### src/rtl/fsw_params.svh
/*
 * Constants of the single-byte flash write path: register offsets, field
 * positions, reset values, flash opcodes and timing counts.
 * Assumes a 20 MHz system clock; included by bare name.
 */
`ifndef FSW_PARAMS_SVH
`define FSW_PARAMS_SVH

// system clock period and serial clock half period, in ns
`define FSW_CLK_NS          50
`define FSW_SCK_HALF_NS     100
// least time rounds up to whole cycles
`define FSW_SCK_HALF_CYC    ((`FSW_SCK_HALF_NS + `FSW_CLK_NS - 1) / `FSW_CLK_NS)
`define FSW_DIV_W           4

// abort flag length in clock cycles
`define FSW_ABORT_CYC       2'h2

// register offsets (byte addresses on the plain register port)
`define FSW_REG_STATUS      4'h0
`define FSW_REG_MASK        4'h4
`define FSW_REG_PROT_CTRL   4'h8
`define FSW_REG_PROT_BASE   4'hC

// status / mask field positions
`define FSW_BIT_DONE        0
`define FSW_BIT_ABORT       1
`define FSW_BIT_BUSY        8
`define FSW_EVT_W           2

// reset values
`define FSW_MASK_RST        2'h0
`define FSW_PROT_EN_RST     1'h0
`define FSW_PROT_BASE_RST   24'hFFFFFF

// serial flash opcodes and status field
`define FSW_OP_WR_ENABLE    8'h06
`define FSW_OP_PROGRAM      8'h02
`define FSW_OP_RD_STATUS    8'h05
`define FSW_WIP_BIT         0

// serial frame lengths in bits
`define FSW_LEN_WEN         6'h08
`define FSW_LEN_PROG        6'h28
`define FSW_LEN_POLL        6'h10

`endif

### src/rtl/fsw_pkg.sv
/*
 * Types of the single-byte flash write path.
 * Assumes fsw_params.svh is on the include path.
 */
`include "fsw_params.svh"

package fsw_pkg;
	typedef logic [23:0] fsw_addr_t;
	typedef logic [7:0]  fsw_byte_t;
	typedef logic [3:0]  fsw_reg_addr_t;
	typedef logic [31:0] fsw_word_t;
	typedef logic [39:0] fsw_frame_t;
	typedef logic [5:0]  fsw_nbits_t;

	typedef enum logic [4:0] {
		ST_IDLE  = 5'h01,
		ST_CHECK = 5'h02,
		ST_WEN   = 5'h04,
		ST_PROG  = 5'h08,
		ST_POLL  = 5'h10
	} fsw_state_t;
endpackage

### src/rtl/fsw_ser_if.sv
/*
 * Frame request/answer bundle between the write sequencer and the serial engine.
 * Assumes both ends run on the same clock.
 */
`timescale 1ns/1ps

interface fsw_ser_if;
	import fsw_pkg::*;
	logic       start;
	fsw_frame_t tx;
	fsw_nbits_t nbits;
	logic       done;
	fsw_byte_t  rx;

	modport ctl (output start, output tx, output nbits, input done, input rx);
	modport eng (input start, input tx, input nbits, output done, output rx);
endinterface

### src/rtl/fsw_ser_engine.sv
/*
 * Serial engine: shifts out nbits of tx, MSB first, in one chip-select frame,
 * and keeps the last eight bits sampled from the flash data line.
 * Assumes start only while idle; serial clock is mode 0 from an enable divider.
 */
`timescale 1ns/1ps
`include "fsw_params.svh"

module fsw_ser_engine
	import fsw_pkg::*;
(
	input  wire logic clk_i,
	input  wire logic rst_i,
	fsw_ser_if.eng    ser,
	output logic      sclk_o,
	output logic      cs_n_o,
	output logic      mosi_o,
	input  wire logic miso_i
);
	import fsw_pkg::*;

	localparam logic [`FSW_DIV_W-1:0] HALF = `FSW_DIV_W'(`FSW_SCK_HALF_CYC - 1);

	logic [`FSW_DIV_W-1:0] div_ff;
	logic                  tick;
	logic                  act_ff;
	fsw_frame_t            sh_ff;
	fsw_nbits_t            cnt_ff;
	fsw_byte_t             rx_ff;
	logic                  done_ff;

	assign tick    = (div_ff == HALF);
	assign ser.rx   = rx_ff;
	assign ser.done = done_ff;

	// divider runs only inside a frame so the first edge is a full half period away
	always_ff @(posedge clk_i) begin
		if (rst_i || !act_ff || tick) begin
			div_ff <= '0;
		end else begin
			div_ff <= div_ff + `FSW_DIV_W'(1);
		end
	end

	always_ff @(posedge clk_i) begin
		if (rst_i) begin
			act_ff  <= 1'b0;
			sclk_o  <= 1'b0;
			cs_n_o  <= 1'b1;
			mosi_o  <= 1'b0;
			sh_ff   <= '0;
			cnt_ff  <= '0;
			rx_ff   <= '0;
			done_ff <= 1'b0;
		end else begin
			done_ff <= 1'b0;
			if (!act_ff) begin
				if (ser.start) begin
					act_ff <= 1'b1;
					cs_n_o <= 1'b0;
					mosi_o <= ser.tx[39];
					sh_ff  <= {ser.tx[38:0], 1'b0};
					cnt_ff <= ser.nbits;
				end
			end else if (tick) begin
				if (!sclk_o) begin
					sclk_o <= 1'b1;
					rx_ff  <= {rx_ff[6:0], miso_i};
				end else begin
					sclk_o <= 1'b0;
					mosi_o <= sh_ff[39];
					sh_ff  <= {sh_ff[38:0], 1'b0};
					cnt_ff <= cnt_ff - 6'h01;
					if (cnt_ff == 6'h01) begin
						act_ff  <= 1'b0;
						cs_n_o  <= 1'b1;
						done_ff <= 1'b1;
					end
				end
			end
		end
	end

	a_frame_end: assert property (@(posedge clk_i) disable iff (rst_i)
		done_ff |-> cs_n_o && !sclk_o)
		else $error("frame done while chip select still active");
endmodule

### src/rtl/fsw_top.sv
/*
 * Single-byte write path to a serial configuration flash: takes one byte and a
 * 24-bit address from user logic, checks protection, runs write-enable,
 * program and status polling, and reports busy and a two-cycle abort flag.
 * Assumes user inputs synchronous to clk_i and a mode-0 serial flash.
 */
// The implementer's own choices: the strobed register port and the register offsets.
`timescale 1ns/1ps
`include "fsw_params.svh"

module fsw_top
	import fsw_pkg::*;
(
	input  wire logic          clk_i,
	input  wire logic          rst_i,
	input  wire logic          write_i,
	input  wire logic          wren_i,
	input  wire fsw_pkg::fsw_byte_t     data_i,
	input  wire fsw_pkg::fsw_addr_t     addr_i,
	output logic               busy_o,
	output logic               abort_o,
	input  wire fsw_pkg::fsw_reg_addr_t reg_addr_i,
	input  wire fsw_pkg::fsw_word_t     reg_wdata_i,
	input  wire logic          reg_we_i,
	input  wire logic          reg_re_i,
	output fsw_pkg::fsw_word_t reg_rdata_o,
	output logic               irq_o,
	output logic               sclk_o,
	output logic               cs_n_o,
	output logic               mosi_o,
	input  wire logic          miso_i
);
	import fsw_pkg::*;

	fsw_ser_if ser ();

	fsw_state_t                state_ff;
	fsw_state_t                nxt_state;
	fsw_byte_t                 data_ff;
	fsw_addr_t                 addr_ff;
	logic                      req_ff;
	logic [1:0]                abort_cnt_ff;
	logic                      start_ff;
	fsw_frame_t                tx_ff;
	fsw_nbits_t                nbits_ff;
	logic [`FSW_EVT_W-1:0]     sts_ff;
	logic [`FSW_EVT_W-1:0]     mask_ff;
	logic                      prot_en_ff;
	fsw_addr_t                 prot_base_ff;
	logic                      accept;
	logic                      prot_hit;
	logic                      prog_done;
	logic                      abort_evt;
	logic [`FSW_EVT_W-1:0]     evt;
	logic [`FSW_EVT_W-1:0]     clr;

	assign ser.start = start_ff;
	assign ser.tx    = tx_ff;
	assign ser.nbits = nbits_ff;

	fsw_ser_engine u_engine (
		.clk_i  (clk_i),
		.rst_i  (rst_i),
		.ser    (ser),
		.sclk_o (sclk_o),
		.cs_n_o (cs_n_o),
		.mosi_o (mosi_o),
		.miso_i (miso_i)
	);

	// only sampled in idle, so a request during busy never reaches the capture
	assign accept    = (state_ff == ST_IDLE) && write_i && wren_i;
	// judged on the captured address, so a late change of addr_i cannot slip past
	assign prot_hit  = prot_en_ff && (addr_ff >= prot_base_ff);
	assign prog_done = (state_ff == ST_POLL) && ser.done && !ser.rx[`FSW_WIP_BIT];
	assign abort_evt = (state_ff == ST_CHECK) && prot_hit;

	always_comb begin
		nxt_state = state_ff;
		case (state_ff)
			ST_IDLE: begin
				if (accept) begin
					nxt_state = ST_CHECK;
				end
			end
			ST_CHECK: begin
				if (prot_hit) begin
					nxt_state = ST_IDLE;
				end else begin
					nxt_state = ST_WEN;
				end
			end
			ST_WEN: begin
				if (ser.done) begin
					nxt_state = ST_PROG;
				end
			end
			ST_PROG: begin
				if (ser.done) begin
					nxt_state = ST_POLL;
				end
			end
			ST_POLL: begin
				if (prog_done) begin
					nxt_state = ST_IDLE;
				end
			end
			default: begin
				nxt_state = ST_IDLE;
			end
		endcase
	end

	always_ff @(posedge clk_i) begin
		if (rst_i) begin
			state_ff <= ST_IDLE;
		end else begin
			state_ff <= nxt_state;
		end
	end

	// request capture: the byte comes straight from the data input, no load strobe
	always_ff @(posedge clk_i) begin
		if (rst_i) begin
			data_ff <= '0;
			addr_ff <= '0;
			req_ff  <= 1'b0;
		end else begin
			req_ff <= accept;
			if (accept) begin
				data_ff <= data_i;
				addr_ff <= addr_i;
			end
		end
	end

	// accept needs idle, so a set and a clear of busy never meet in one cycle
	always_ff @(posedge clk_i) begin
		if (rst_i) begin
			busy_o <= 1'b0;
		end else if (accept) begin
			busy_o <= 1'b1;
		end else if (abort_evt || prog_done) begin
			busy_o <= 1'b0;
		end
	end

	// abort flag length is counted, not shaped by the state machine
	always_ff @(posedge clk_i) begin
		if (rst_i) begin
			abort_cnt_ff <= 2'h0;
			abort_o      <= 1'b0;
		end else if (abort_evt) begin
			abort_cnt_ff <= `FSW_ABORT_CYC - 2'h1;
			abort_o      <= 1'b1;
		end else if (abort_cnt_ff != 2'h0) begin
			abort_cnt_ff <= abort_cnt_ff - 2'h1;
		end else begin
			abort_o <= 1'b0;
		end
	end

	// frame launch: a start pulse on entry into each serial state and on each repeated status poll
	always_ff @(posedge clk_i) begin
		if (rst_i) begin
			start_ff <= 1'b0;
			tx_ff    <= '0;
			nbits_ff <= '0;
		end else begin
			start_ff <= 1'b0;
			if (state_ff == ST_CHECK && !prot_hit) begin
				start_ff <= 1'b1;
				tx_ff    <= {`FSW_OP_WR_ENABLE, 32'h00000000};
				nbits_ff <= `FSW_LEN_WEN;
			end else if (state_ff == ST_WEN && ser.done) begin
				start_ff <= 1'b1;
				tx_ff    <= {`FSW_OP_PROGRAM, addr_ff, data_ff};
				nbits_ff <= `FSW_LEN_PROG;
			end else if ((state_ff == ST_PROG && ser.done) ||
				(state_ff == ST_POLL && ser.done && ser.rx[`FSW_WIP_BIT])) begin
				// keep polling while the flash still reports a write in progress
				start_ff <= 1'b1;
				tx_ff    <= {`FSW_OP_RD_STATUS, 32'h00000000};
				nbits_ff <= `FSW_LEN_POLL;
			end
		end
	end

	// software side: sticky events, mask, protection window
	assign evt = {abort_evt, prog_done};
	assign clr = (reg_we_i && reg_addr_i == `FSW_REG_STATUS) ?
		reg_wdata_i[`FSW_EVT_W-1:0] : '0;

	always_ff @(posedge clk_i) begin
		if (rst_i) begin
			sts_ff <= '0;
		end else begin
			// a new event wins over a clear in the same cycle
			sts_ff <= (sts_ff & ~clr) | evt;
		end
	end

	always_ff @(posedge clk_i) begin
		if (rst_i) begin
			mask_ff      <= `FSW_MASK_RST;
			prot_en_ff   <= `FSW_PROT_EN_RST;
			prot_base_ff <= `FSW_PROT_BASE_RST;
		end else if (reg_we_i) begin
			case (reg_addr_i)
				`FSW_REG_MASK: begin
					mask_ff <= reg_wdata_i[`FSW_EVT_W-1:0];
				end
				`FSW_REG_PROT_CTRL: begin
					prot_en_ff <= reg_wdata_i[0];
				end
				`FSW_REG_PROT_BASE: begin
					prot_base_ff <= reg_wdata_i[23:0];
				end
				default: begin
				end
			endcase
		end
	end

	always_ff @(posedge clk_i) begin
		if (rst_i) begin
			irq_o <= 1'b0;
		end else begin
			irq_o <= |(((sts_ff & ~clr) | evt) & mask_ff);
		end
	end

	// read data valid only in the cycle after the read strobe; unmapped reads zero
	always_ff @(posedge clk_i) begin
		if (rst_i) begin
			reg_rdata_o <= '0;
		end else if (reg_re_i) begin
			case (reg_addr_i)
				`FSW_REG_STATUS: begin
					reg_rdata_o <= {23'h0, busy_o, 6'h00, sts_ff};
				end
				`FSW_REG_MASK: begin
					reg_rdata_o <= {30'h0, mask_ff};
				end
				`FSW_REG_PROT_CTRL: begin
					reg_rdata_o <= {31'h0, prot_en_ff};
				end
				`FSW_REG_PROT_BASE: begin
					reg_rdata_o <= {8'h00, prot_base_ff};
				end
				default: begin
					reg_rdata_o <= '0;
				end
			endcase
		end else begin
			reg_rdata_o <= '0;
		end
	end

	a_gate_low_idle: assert property (@(posedge clk_i) disable iff (rst_i)
		(state_ff == ST_IDLE && write_i && !wren_i) |=> !busy_o && !req_ff)
		else $error("request with gate low was not ignored");

	a_protect_drop: assert property (@(posedge clk_i) disable iff (rst_i)
		(state_ff == ST_CHECK && prot_hit) |=> !busy_o && !start_ff && state_ff == ST_IDLE)
		else $error("protected write was not dropped");

	a_abort_width: assert property (@(posedge clk_i) disable iff (rst_i)
		$rose(abort_o) |-> abort_o [*2] ##1 !abort_o)
		else $error("abort flag not exactly two cycles");

	a_capture_regs: assert property (@(posedge clk_i) disable iff (rst_i)
		accept |=> addr_ff == $past(addr_i) && data_ff == $past(data_i))
		else $error("address or byte not captured with request");

	a_busy_raise: assert property (@(posedge clk_i) disable iff (rst_i)
		accept |=> busy_o && state_ff == ST_CHECK)
		else $error("busy not raised after captured command");

	a_busy_hold: assert property (@(posedge clk_i) disable iff (rst_i)
		$fell(busy_o) |-> $past(prog_done) || $past(abort_evt))
		else $error("busy fell before programming finished");

	a_restart_write: assert property (@(posedge clk_i) disable iff (rst_i)
		($fell(busy_o) && write_i && wren_i) |=> busy_o)
		else $error("held request did not start another write");

	a_busy_ignore: assert property (@(posedge clk_i) disable iff (rst_i)
		(busy_o && state_ff != ST_IDLE) |=> $stable(addr_ff) && $stable(data_ff))
		else $error("request captured while busy");

	a_direct_byte: assert property (@(posedge clk_i) disable iff (rst_i)
		(start_ff && nbits_ff == `FSW_LEN_PROG) |-> tx_ff[7:0] == data_ff &&
			tx_ff[31:8] == addr_ff)
		else $error("program frame does not carry captured byte");

	a_wen_first: assert property (@(posedge clk_i) disable iff (rst_i)
		(state_ff == ST_CHECK && !prot_hit) |=> start_ff && tx_ff[39:32] == `FSW_OP_WR_ENABLE)
		else $error("write enable frame not launched after check");

	a_irq_level: assert property (@(posedge clk_i) disable iff (rst_i)
		irq_o |-> |($past(sts_ff) | $past(evt)))
		else $error("interrupt without a status event");

	// busy and the state machine must agree, or a dropped command could hang the user
	a_idle_not_busy: assert property (@(posedge clk_i) disable iff (rst_i)
		(state_ff == ST_IDLE) |-> !busy_o)
		else $error("busy high while sequencer idle");

	a_idle_no_frame: assert property (@(posedge clk_i) disable iff (rst_i)
		(state_ff == ST_IDLE) |-> !start_ff)
		else $error("serial frame launched from idle");

	a_busy_in_flight: assert property (@(posedge clk_i) disable iff (rst_i)
		(state_ff == ST_WEN || state_ff == ST_PROG || state_ff == ST_POLL) |-> busy_o)
		else $error("busy low while flash frames are running");

	a_abort_entry: assert property (@(posedge clk_i) disable iff (rst_i)
		abort_evt |=> abort_o && !busy_o)
		else $error("abort flag not raised with busy low");

	a_capture_busy: assert property (@(posedge clk_i) disable iff (rst_i)
		req_ff |-> busy_o)
		else $error("captured command without busy");

	a_busy_no_capture: assert property (@(posedge clk_i) disable iff (rst_i)
		busy_o |-> !accept)
		else $error("request accepted while busy");

	a_restart_accept: assert property (@(posedge clk_i) disable iff (rst_i)
		($fell(busy_o) && write_i && wren_i) |-> accept)
		else $error("held request not sampled at busy fall");
endmodule

### config.mk
export PLATFORM = sky130hd
export DESIGN_NAME = fsw_top
export DESIGN_NICKNAME = d
export VERILOG_FILES = /design/src/rtl/fsw_pkg.sv /design/src/rtl/fsw_ser_if.sv /design/src/rtl/fsw_ser_engine.sv /design/src/rtl/fsw_top.sv
export VERILOG_INCLUDE_DIRS = /design/src /design/src/rtl
export SDC_FILE = /design/constraint.sdc
export NUM_CORES = 1
export LEC_CHECK = 0
export BUFFER_PORTS_ARGS = -buffer_cell sky130_fd_sc_hd__buf_4
export CORE_MARGIN = 3
export CORE_UTILIZATION = 50
export CTS_BUF_LIST = sky130_fd_sc_hd__clkbuf_4
export DETAILED_ROUTE_END_ITERATION = 10
export PLACE_DENSITY = 0.71
export SLEW_MARGIN = 20
export SYNTH_ARGS = -nofsm -noshare
export SYNTH_HDL_FRONTEND = slang
export SYNTH_SLANG_ARGS = --single-unit
### constraint.sdc
create_clock -name clk_i -period 2.24 [get_ports clk_i]
set_clock_uncertainty 0.05 [all_clocks]
set_input_delay 0.448 -clock clk_i [delete_from_list [all_inputs] [get_ports clk_i]]
set_output_delay 0.448 -clock clk_i [all_outputs]
set_load 0.005 [all_outputs]
==> results.sh <==
export IMPL_slowest_delay_ns=0.40
export IMPL_htree_levels=4
export IMPL_synth_top_area_cell="dfxtp_1"
export IMPL_grt_pass1_wl_mm=29.3
export IMPL_cts_hold_buf=0
export IMPL_setup_ws_ns=-0.198
export IMPL_hp_class="input port to register"
export IMPL_synth_top_cell_area_share_pct=47.8
export IMPL_cts_tree="done"
export IMPL_cp_start_kind="register"
export IMPL_ys_flop_type="dfxtp_1"
export IMPL_wl_per_cell_um=16.0
export IMPL_syn_area_um2=7840
export IMPL_synth_cells=864
export IMPL_power_density_nw_per_um2=611
export IMPL_initial_core_util_pct=51.3
export IMPL_drc=0
export IMPL_finish_net_count=1055
export IMPL_fin_crit_sh_pct=109
export IMPL_path_max_fanout=9
export IMPL_drt_pass1_iterations=5
export IMPL_maxSlewViolCount=0
export IMPL_outcome="finished, violations left"
export IMPL_r2r_start="prot_base_ff[18]"
export IMPL_synth_common_cells="dfxtp_1, nand2_1, a211oi_1, a21oi_1, nor2_1"
export IMPL_place_gp_congestion=0.803
export IMPL_fin_setup_tns_ns=-4.52
export IMPL_routed_wl_mm=18.8
export IMPL_syn_area_per_cell_um2=9.07
export IMPL_async_reset_ff_share_pct=0
export IMPL_p_leak_nw=3.54
export IMPL_cts_sinks=187
export IMPL_grt_max_degree=75
export IMPL_overflow=0
export IMPL_antenna_found_initial=0
export IMPL_cts_max_path_buffers=2
export IMPL_dieArea_um2=17200
export IMPL_hold_start="reg_wdata_i[7]"
export IMPL_die_w_um=131
export IMPL_startpoint="prot_base_ff[18]"
export IMPL_dp_hpwl_mm=12.1
export IMPL_row_count=45
export IMPL_critPathBufInv=2
export IMPL_num_vias=6447
export IMPL_ys_ff_latch=187
export IMPL_track_usage_pct=20.4
export IMPL_path_cells="inv_2 > ha_4 > nand4_1 > nor4_2 > nand2_1 > o21ai_2 > o21ai_4 > buf_12 > a211oi_1"
export IMPL_postRouteAntennaNets=0
export IMPL_slew_headroom_pct=52.8
export IMPL_worst_ep_arrival_time_ns=2.85
export IMPL_num_antenna_cells=0
export IMPL_clock_root_buffer="clkbuf_4"
export IMPL_yosysUniqueCellTypes=52
export IMPL_worst_setup_path_end_kind="register"
export IMPL_core_um2=15300
export IMPL_synth_edf_count=0
export IMPL_clkTransAtPathRegs_ns=0.16
export IMPL_rsz0062_at_grt="true"
export IMPL_io_pins=113
export IMPL_drt_iter0_markers=422
export IMPL_die_h_um=131
export IMPL_cap_violations=0
export IMPL_final_hold_viol_count=0
export IMPL_layout_drive_gt1_share_pct=26.3
export IMPL_ys_warn_count=0
export IMPL_pre_cts_ws_ns=0.0253
export IMPL_clock_latency_ns=0.56
export IMPL_final_min_clock_period_ns=2.44
export IMPL_cts_buffers=17
export IMPL_setup_viol=43
export IMPL_first_global_vias=5998
export IMPL_port_buffers=96
export IMPL_seq_area_frac_synth_pct=47.8
export IMPL_worst_slew_pin_slew_ns=0.708
export IMPL_cpLargestDelayFamily="simple AND/OR/NAND/NOR gates"
export IMPL_synth_area_leaders="dfxtp_1, a211oi_1, nand2_1"
export IMPL_fmax_mhz=410
export IMPL_required_ns=2.65
export IMPL_slowest_stage="nor4_2"
export IMPL_synth_most_common_cell="dfxtp_1"
export IMPL_viasPerCell=5.49
export IMPL_violations="negative setup slack"
export IMPL_crit_type="register to register"
export IMPL_peakVddDrop_mv=0.362
export IMPL_area_growth_pct=22.2
-- state kept, by name, indices dropped and copies added (netlist names) --
signal	cells
abort_cnt_ff	2
abort_o	1
addr_ff	24
busy_o	1
data_ff	8
irq_o	1
mask_ff	2
nbits_ff	2
prot_base_ff	24
prot_en_ff	1
reg_rdata_o	24
ser.start	1
ser.tx	34
state_ff	5
sts_ff	2
u_engine.act_ff	1
u_engine.cnt_ff	6
u_engine.cs_n_o	1
u_engine.div_ff	4
u_engine.mosi_o	1
u_engine.sclk_o	1
u_engine.ser.done	1
u_engine.ser.rx	1
u_engine.sh_ff	39
-- area by class of cell --
| class | instances | area [µm²] |
|---|---|---|
| inverter | 33 | 124 |
| fill | 1255 | 5690 |
| clock inverter | 15 | 188 |
| sequential | 187 | 3770 |
| clock buffer | 17 | 128 |
| tap | 211 | 264 |
| timing repair buffer | 131 | 1120 |
| multi-input combinational | 581 | 3980 |
-- per-stage QoR --
step	hold slack [ns]	instance area, µm²	instances	total power, mW	utilization [%]
3_3_place_gp	0.383	8790	1131	3.90	57.6
6_report	0.0481	9570	1175	5.85	62.7
4_1_cts	0.0105	9110	1163	5.87	59.7
5_1_grt	0.00260	9570	1175	6.09	62.7
3_5_place_dp	0.394	8790	1131	3.91	57.6
2_1_floorplan	0.380	7860	871	3.73	-
-- kinds of logic (layout without fill, tap and decap cells) --
family	after synthesis	count (layout)	share of synthesized area, %
compound gates	233	233	20.4
xor+xnor	4	4	0.447
fa+ha+maj	29	29	4.63
buf+inv	103	196	5.70
flops	187	187	47.8
mux	40	40	5.16
other cells	1	8	0.0479
simple gates	267	267	15.8
-- power by group --
group | total [mW] | switching, mW | internal, mW
Combinational | 0.419 | 0.218 | 0.201
Clock | 1.98 | 1.18 | 0.797
Sequential | 3.45 | 0.0570 | 3.39
-- tightest hold or removal path, stage by stage --
cell,delay [ns]
buf_4,0.07
nand2_1,0.04
o211ai_1,0.07
-- placed cells by master, fill, tap and decap left out, types with 9 or more instances in the layout --
cell and count:
dfxtp_1 162, nand2_1 123, buf_4 120, a21oi_1 61, nor2_1 59, a211oi_1 55
mux2i_1 37, a22oi_1 34, o211ai_1 25, inv_1 25, dfxtp_2 25, and2_1 23
a211oi_2 21, ha_1 18, clkbuf_4 17, nand3_1 13, ha_4 11, o21ai_0 9
-- per-layer routing --
metal	track usage, %	vias up	part of all wire (%)
met5	0	-	0
met2	31.9	158	45
met3	4.86	18	5.5
met4	5.43	0	1.5
met1	28.5	3054	48
li1	-	3217	-
-- what timing repair did --
action	in CTS	in global routing
setup endpoints to repair	3	45
gates cloned	0	4
setup buffers	0	8
gates resized for setup	1	77
endpoints found under the hold margin	0	0
pin swaps	0	13
-- final timing paths --
kind                                   endpoint  slack, ns  cells after the start
worst min-delay path            prot_base_ff[7]       0.05                      3
worst max register to register       ser.tx[20]      -0.20                      9
worst min register to register  u_engine.cs_n_o       0.41                      2
worst max-delay path                 ser.tx[20]      -0.20                      9
(Power assumes the default switching activity.)
